**config.mk**
```make
export PLATFORM = sky130hd
export DESIGN_NAME = mrx_exec
export DESIGN_NICKNAME = d
export VERILOG_FILES = /design/src/mrx_pkg.sv /design/src/mrx_exec.sv
export SDC_FILE = /design/constraint.sdc
export NUM_CORES = 1
export LEC_CHECK = 0
export ABC_AREA = 1
export BUFFER_PORTS_ARGS = -buffer_cell sky130_fd_sc_hd__buf_4
export CORE_MARGIN = 3
export CORE_UTILIZATION = 50
export CTS_CLUSTER_DIAMETER = 50
export DETAILED_ROUTE_END_ITERATION = 7
export GPL_ROUTABILITY_DRIVEN = 0
export PLACE_DENSITY_LB_ADDON = 0.3
export SYNTH_ARGS = -nofsm -noshare
export SYNTH_HDL_FRONTEND = slang
export SYNTH_SLANG_ARGS = --single-unit
```
**constraint.sdc**
```tcl
create_clock -name mclk_i -period 3.34 [get_ports mclk_i]
set_input_delay 0.167 -clock mclk_i [delete_from_list [all_inputs] [get_ports mclk_i]]
set_output_delay 0.167 -clock mclk_i [all_outputs]
set_load 0.01 [all_outputs]
```
**src/mrx_pkg.sv**
```systemverilog
package mrx_pkg;
	localparam int unsigned INSTR_W = 14;
	localparam int unsigned DATA_W = 8;
	localparam int unsigned FADDR_W = 7;
	localparam int unsigned PC_W = 13;
	// opcode patterns of the 14-bit instruction word
	localparam logic [13:0] OP_IDLE = 14'h0000;
	localparam logic [13:0] OP_RETURN = 14'h0008;
	localparam logic [13:0] OP_RET_IRQ = 14'h0009;
	localparam logic [6:0] OP_COPY_HI = 7'h01;
	localparam logic [3:0] OP_LOAD_LIT_HI = 4'hC;
	localparam logic [3:0] OP_RET_LIT_HI = 4'hD;
	localparam logic [1:0] OP_LOAD_LIT_DC = 2'h0;
	// field positions and widths inside the instruction word
	localparam int unsigned LIT_LSB = 0;
	localparam int unsigned FADDR_LSB = 0;
	localparam int unsigned DC_LSB = 8;
	localparam int unsigned DC_W = 2;
	localparam int unsigned CLASS_LSB = 10;
	localparam int unsigned CLASS_W = 4;
	localparam int unsigned COPY_LSB = 7;
	localparam int unsigned COPY_W = 7;
	// bit of irq_control_reg that the interrupt return sets
	localparam int unsigned IRQ_EN_BIT = 7;
	localparam logic [12:0] PC_RESET = 13'h0000;
	localparam logic [12:0] PC_STEP = 13'h0001;
	localparam logic [7:0] W_RESET = 8'h00;
	typedef enum logic [1:0] {
		MRX_EXEC = 2'h0,
		MRX_IDLE_SLOT = 2'h1
	} mrx_state_e;
endpackage

```
**src/mrx_exec.sv**
```systemverilog
// Notes on behaviour
// - copy work to file in one cycle
// - load literal into work, one cycle
// - literal-load don't-care bits must be zero
// - interrupt return pops stack into pc
// - interrupt return sets global irq enable
// - interrupt return: one word, two cycles
// - literal return loads literal into work
// - literal return pops pc, two cycles
// - subroutine return pops pc, two cycles
module mrx_exec (
	// clock and reset
	input wire logic mclk_i,
	input wire logic rst_i,
	// instruction from decoder
	input wire logic instr_valid_i,
	input wire logic [13:0] instr_i,
	// return stack top
	input wire logic [12:0] stack_top_i,
	// working register and file write
	output logic [7:0] work_o,
	output logic file_we_o,
	output logic [6:0] file_addr_o,
	output logic [7:0] file_data_o,
	// program flow
	output logic [12:0] pc_o,
	output logic stack_pop_o,
	output logic global_irq_enable_set_o,
	output logic idle_slot_o,
	output logic illegal_o
);
	// state and output registers
	mrx_pkg::mrx_state_e state_q, state_d;
	logic [7:0] work_q, work_d;
	logic [12:0] pc_q, pc_d;
	logic we_q, pop_q, irq_en_q, illegal_q, slot_q;
	logic [6:0] addr_q;
	logic [7:0] fdata_q;

	// both literal formats share one class field, so one function compares it for each, against its own pattern
	function automatic logic class_is(input logic [13:0] word, input logic [3:0] pattern);
		return word[mrx_pkg::CLASS_LSB +: mrx_pkg::CLASS_W] == pattern;
	endfunction

	// fields of the instruction word
	wire logic [7:0] lit_field = instr_i[mrx_pkg::LIT_LSB +: mrx_pkg::DATA_W];
	wire logic [6:0] faddr_field = instr_i[mrx_pkg::FADDR_LSB +: mrx_pkg::FADDR_W];
	wire logic [1:0] dc_field = instr_i[mrx_pkg::DC_LSB +: mrx_pkg::DC_W];
	wire logic [6:0] copy_field = instr_i[mrx_pkg::COPY_LSB +: mrx_pkg::COPY_W];

	// decode; nothing is taken while a return finishes
	wire logic exec = instr_valid_i && state_q == mrx_pkg::MRX_EXEC;
	wire logic is_idle = instr_i == mrx_pkg::OP_IDLE;
	wire logic is_ret = instr_i == mrx_pkg::OP_RETURN;
	wire logic is_ret_irq = instr_i == mrx_pkg::OP_RET_IRQ;
	wire logic is_copy = copy_field == mrx_pkg::OP_COPY_HI;
	wire logic lit_class = class_is(instr_i, mrx_pkg::OP_LOAD_LIT_HI);
	// nonzero don't-care bits are refused rather than guessed at
	wire logic is_load_lit = lit_class && dc_field == mrx_pkg::OP_LOAD_LIT_DC;
	wire logic is_ret_lit = class_is(instr_i, mrx_pkg::OP_RET_LIT_HI);
	wire logic any_ret = is_ret || is_ret_irq || is_ret_lit;
	wire logic known = is_idle || is_copy || is_load_lit || any_ret;
	wire logic writes_work = is_load_lit || is_ret_lit;
	wire logic [12:0] pc_inc = pc_q + mrx_pkg::PC_STEP;

	// next values of the one-cycle pulses
	wire logic we_d = exec && is_copy;
	wire logic pop_d = exec && any_ret;
	wire logic irq_en_d = exec && is_ret_irq;
	wire logic illegal_d = exec && !known;

	always_comb begin
		state_d = mrx_pkg::MRX_EXEC;
		work_d = work_q;
		pc_d = pc_q;
		unique case (state_q)
			mrx_pkg::MRX_EXEC: begin
				if (exec) begin
					pc_d = pc_inc;
					if (writes_work) begin
						work_d = lit_field;
					end
					if (any_ret) begin
						pc_d = stack_top_i;
						state_d = mrx_pkg::MRX_IDLE_SLOT;
					end
				end
			end
			mrx_pkg::MRX_IDLE_SLOT: begin
				// the step stands for the fetch at the restored pc
				pc_d = pc_inc;
			end
			default: begin
				state_d = mrx_pkg::MRX_EXEC;
			end
		endcase
	end

	// slot flag kept as its own flop so the output needs no decode
	always_ff @(posedge mclk_i) begin
		if (rst_i) begin
			state_q <= mrx_pkg::MRX_EXEC;
			work_q <= mrx_pkg::W_RESET;
			pc_q <= mrx_pkg::PC_RESET;
			slot_q <= 1'b0;
		end else begin
			state_q <= state_d;
			work_q <= work_d;
			pc_q <= pc_d;
			slot_q <= state_d == mrx_pkg::MRX_IDLE_SLOT;
		end
	end

	always_ff @(posedge mclk_i) begin
		if (rst_i) begin
			we_q <= 1'b0;
			addr_q <= 7'h00;
			fdata_q <= 8'h00;
			pop_q <= 1'b0;
			irq_en_q <= 1'b0;
			illegal_q <= 1'b0;
		end else begin
			we_q <= we_d;
			addr_q <= faddr_field;
			// work as it stood before the move is what gets written
			fdata_q <= work_q;
			pop_q <= pop_d;
			irq_en_q <= irq_en_d;
			illegal_q <= illegal_d;
		end
	end

	assign work_o = work_q;
	assign pc_o = pc_q;
	assign file_we_o = we_q;
	assign file_addr_o = addr_q;
	assign file_data_o = fdata_q;
	assign stack_pop_o = pop_q;
	assign global_irq_enable_set_o = irq_en_q;
	assign idle_slot_o = slot_q;
	assign illegal_o = illegal_q;

	chk_copy_write: assert property (@(posedge mclk_i) disable iff (rst_i)
		exec && is_copy |=> file_we_o && file_addr_o == $past(instr_i[6:0])
			&& file_data_o == $past(work_q)) else $error("file write missing");

	chk_copy_single: assert property (@(posedge mclk_i) disable iff (rst_i)
		exec && is_copy |=> !idle_slot_o && !stack_pop_o && $stable(work_o)
			&& pc_o == $past(pc_o) + 13'h0001) else $error("file copy took extra cycle");

	chk_literal_load: assert property (@(posedge mclk_i) disable iff (rst_i)
		exec && is_load_lit |=> work_o == $past(instr_i[7:0])) else $error("literal not in work");

	chk_literal_single: assert property (@(posedge mclk_i) disable iff (rst_i)
		exec && is_load_lit |=> !idle_slot_o && !file_we_o && pc_o == $past(pc_o) + 13'h0001)
		else $error("literal load took extra cycle");

	chk_dontcare_zero: assert property (@(posedge mclk_i) disable iff (rst_i)
		exec && class_is(instr_i, mrx_pkg::OP_LOAD_LIT_HI) && instr_i[9:8] != 2'h0 |=> illegal_o
			&& work_o == $past(work_q)) else $error("bad don't-care bits accepted");

	chk_irq_ret_pop: assert property (@(posedge mclk_i) disable iff (rst_i)
		exec && is_ret_irq |=> stack_pop_o && pc_o == $past(stack_top_i))
		else $error("interrupt return did not pop");

	chk_pop_single: assert property (@(posedge mclk_i) disable iff (rst_i)
		stack_pop_o |=> !stack_pop_o) else $error("stack popped twice");

	chk_irq_enable_set: assert property (@(posedge mclk_i) disable iff (rst_i)
		global_irq_enable_set_o |-> $past(exec && is_ret_irq)) else $error("stray irq enable");

	chk_enable_with_pop: assert property (@(posedge mclk_i) disable iff (rst_i)
		global_irq_enable_set_o |-> stack_pop_o && idle_slot_o)
		else $error("irq enable without return");

	chk_irq_ret_two: assert property (@(posedge mclk_i) disable iff (rst_i)
		exec && is_ret_irq |=> idle_slot_o ##1 !idle_slot_o) else $error("not two cycles");

	chk_lit_ret_work: assert property (@(posedge mclk_i) disable iff (rst_i)
		exec && is_ret_lit |=> work_o == $past(instr_i[7:0]))
		else $error("literal return work wrong");

	chk_lit_ret_pc: assert property (@(posedge mclk_i) disable iff (rst_i)
		exec && is_ret_lit |=> pc_o == $past(stack_top_i) && idle_slot_o)
		else $error("literal return pc wrong");

	chk_return_pc: assert property (@(posedge mclk_i) disable iff (rst_i)
		exec && is_ret |=> stack_pop_o && pc_o == $past(stack_top_i) ##1 !stack_pop_o)
		else $error("return pc wrong");

	chk_idle_step: assert property (@(posedge mclk_i) disable iff (rst_i)
		exec && is_idle |=> pc_o == $past(pc_q) + 13'h0001 && work_o == $past(work_q)
			&& !file_we_o && !stack_pop_o) else $error("idle changed state");

	chk_slot_quiet: assert property (@(posedge mclk_i) disable iff (rst_i)
		idle_slot_o |=> !file_we_o && !stack_pop_o && $stable(work_o))
		else $error("idle slot not idle");

	chk_slot_fetch: assert property (@(posedge mclk_i) disable iff (rst_i)
		idle_slot_o |=> !idle_slot_o && pc_o == $past(pc_o) + 13'h0001)
		else $error("idle slot did not step pc");

	// reset must win even over an instruction taken at the same edge
	chk_reset_clear: assert property (@(posedge mclk_i)
		rst_i |=> pc_o == mrx_pkg::PC_RESET && work_o == mrx_pkg::W_RESET && !idle_slot_o
			&& !file_we_o && !stack_pop_o && !global_irq_enable_set_o && !illegal_o)
		else $error("reset left state behind");
endmodule // mrx_exec

```
==> results.cfg <==
[detailed_routing]
routedWlPerCell_um = 12.31
drt-initial-drc-count = 87
dr.pass1.iters = 4
num_vias = 1792
ant_nets = 0
drc = 0
finalWirelength_um = 4567
viasPerCell = 4.830

[yosys]
synth_mux_area_share_pct = 0
yosys_register_bits = 41
synth.avg_cell_area_um2 = 7.325
synth_top_family_by_area = simple AND/OR/NAND/NOR gates
synth-adder-area-share_pct = 0.6725
synth_compound_area_share_pct = 11.77
yosysMostFrequentCell = nand2_1
synth_common_cells = 44 x nand2_1, 41 x dfxtp_1, 36 x inv_1
ys_types = 27
async_flop_share_pct = 0
synth_nets = 285
netlist_area_um2 = 1861
synthCells = 254
yosysSeqAreaShare_pct = 44.12
synth-simple-area-share_pct = 29.66
synth.largest_area_cell = dfxtp_1
yosys-top-cells-area = dfxtp_1 44%, nand2_1 8.9%, inv_1 7.3%
synthXorXnorAreaFrac_pct = 3.766
yosys_warnings = 0
yosysTopAreaCellShare_pct = 44.12
ys.flop_type = dfxtp_1
synth_edf_count = 0

[placement]
place_area_um2 = 2407
dp_hpwl_um = 3418
portBuffers = 70

[finish]
area_delta_synth_final_pct = 34.43
antenna_cells = 0
drive_above_1_share_pct = 31.69
layout.nets = 355
stdcell_area_um2 = 2501

[critical_path]
cp_data_required_time_ns = 3.50
crit_chain = nor2_2 -> inv_1 -> o21ai_0 -> a21oi_1
r2r_end = pc_o[1]
slowest_stage = inv_1
rr_startpoint = state_q[0]
worstSetupStartpointType = flip-flop
ff2ff_setup_slack_ns = 1.75
worstSetupPathType = reg -> reg
critPathCaptureType = flip-flop
arrival_ns = 1.75
crit_start = state_q[0]
reg2reg_depth = 4
crit_family = buffers and inverters
max_stage_delay_ns = 0.40
path_max_fanout = 18
cp_num_buf_inv = 1

[worst_hold_path]
min_to = file_addr_o[6]
min_path_cells = 3
hold_class = in -> reg
worstHoldStart = instr_i[6]

[clock_tree]
htree_levels = 2
post_cts_buffers = 0
hold_buffers = 0
cts.sinks = 41
clockRootBuffer = clkbuf_8
clk_pin_slew_ns = 0.08
numCtsBuffers = 5
clk_latency_ns = 0.29
cts_tree = yes
clockBufferDepth = 2
cts.repair.resized = 0

[floorplanning]
fp.dieArea_um2 = 4489
initial_utilization_pct = 53.64
io_pins = 71
chipHeight_um = 67
fp-row-count = 21
core-area_um2 = 3468
die_w_um = 67

[global_route]
grt_most_used_layer = met2
grt_max_degree = 25
grt_pass1_vias = 1700
grt_remaining_overflow = 0
grt_use_met1_pct = 25.57
grt.total_usage_pct = 22.00
grtUsageMet2_pct = 38.16
antenna_found_initial = 0
grt_first_pass_wirelength_um = 7389
grt_use_met3_pct = 5.902

[timing]
fmax_mhz = 629.7
final_hold_viol_count = 0
rsz0062_at_grt = false
drv_slew = 0
fin_crit_ns = 1.588
max_slew.worst_pin.slew_ns = 0.6125
finalSetupViolCount = 0
relSlewSlack_pct = 59.12
final.period_utilization_pct = 47.54
setup_tns_ns = 0
clock_skew_ns = 0.004526

[outcome]
status = finished clean

[job]
drv_cap = 0

[power]
power_leakage_nw = 1.170
peakVddDrop_uv = 231.7
p_per_area_nw_per_um2 = 394.2
==> metal layers <==
metal | wire [um] | vias to the layer above
li1 | - | 934
met1 | 1945 | 794
met2 | 2255 | 56
met3 | 288 | 8
met4 | 78 | 0
met5 | 0 | -
==> state kept, by name, indices dropped and copies added, names as in the netlist <==
name and cells:
global_irq_enable_set_o 1, work_o 8, pc_o 13, illegal_o 1, file_data_o 8, state_q 1, file_addr_o 7, file_we_o 1
stack_pop_o 1
==> where the power goes <==
group	internal [W]	leakage, nW	switching [W]
registers	0.000506	0.335	0.0000140
logic	0.0000643	0.791	0.0000689
clock network	0.000151	0.0447	0.000183
total	0.000720	1.17	0.000265
==> through the flow <==
stage	util, %	hold WS [ns]	cells	total power [W]	setup slack (ns)
3_5_place_dp	69.41	0.3961	363	0.0006634	1.761
4_1_cts	72.11	0.08654	371	0.0009915	1.764
3_3_place_gp	69.41	0.3877	363	0.0006598	1.801
2_1_floorplan	-	0.2361	254	0.0005950	1.882
5_1_grt	72.11	0.08524	371	0.001034	1.563
6_report	72.11	0.09302	371	0.0009859	1.752
==> placed cells by master, fill, tap and decap left out, drive strengths merged, types with 4 or more instances in the layout <==
cell type	count
nor2	36
nand2	50
nor3	4
o21ai	19
nand3	23
a21oi	21
dfxtp	41
inv	41
buf	70
xnor2	5
clkbuf	5
==> worst register-to-register path, cell delays in order, from the launching register on <==
cell and delay, ns:
dfxtp_1 0.36, nor2_2 0.36, inv_1 0.40, o21ai_0 0.28
a21oi_1 0.05
==> final cells by class <==
class	count	area (um^2)
Clock inverter	3	25.02
Timing Repair Buffer	70	525.5
Sequential cell	41	820.8
Multi-Input combinational cell	166	853.3
Inverter	40	150.1
Fill cell	300	967.2
Clock buffer	5	68.82
Tap cell	46	57.56
==> kinds of logic after synthesis <==
group	after synthesis
adders and majority gates	1
and+or+nand+nor	117
xor gates and xnor gates	8
DFF	41
AOI/OAI and AO/OA	40
buffers and inverters	47
==> how the worst max path moves through the flow <==
| stage | end | slack, ns | cells after the start |
|---|---|---|---|
| after floorplan | pc_o[10] | 1.88 | 9 |
| after global placement | pc_o[5] | 1.80 | 9 |
| after detailed placement | pc_o[6] | 1.76 | 9 |
| after CTS | pc_o[2] | 1.76 | 4 |
| after global routing | pc_o[12] | 1.56 | 9 |
| final | pc_o[1] | 1.75 | 4 |
No activity file was read; power rests on OpenSTA's default activity.
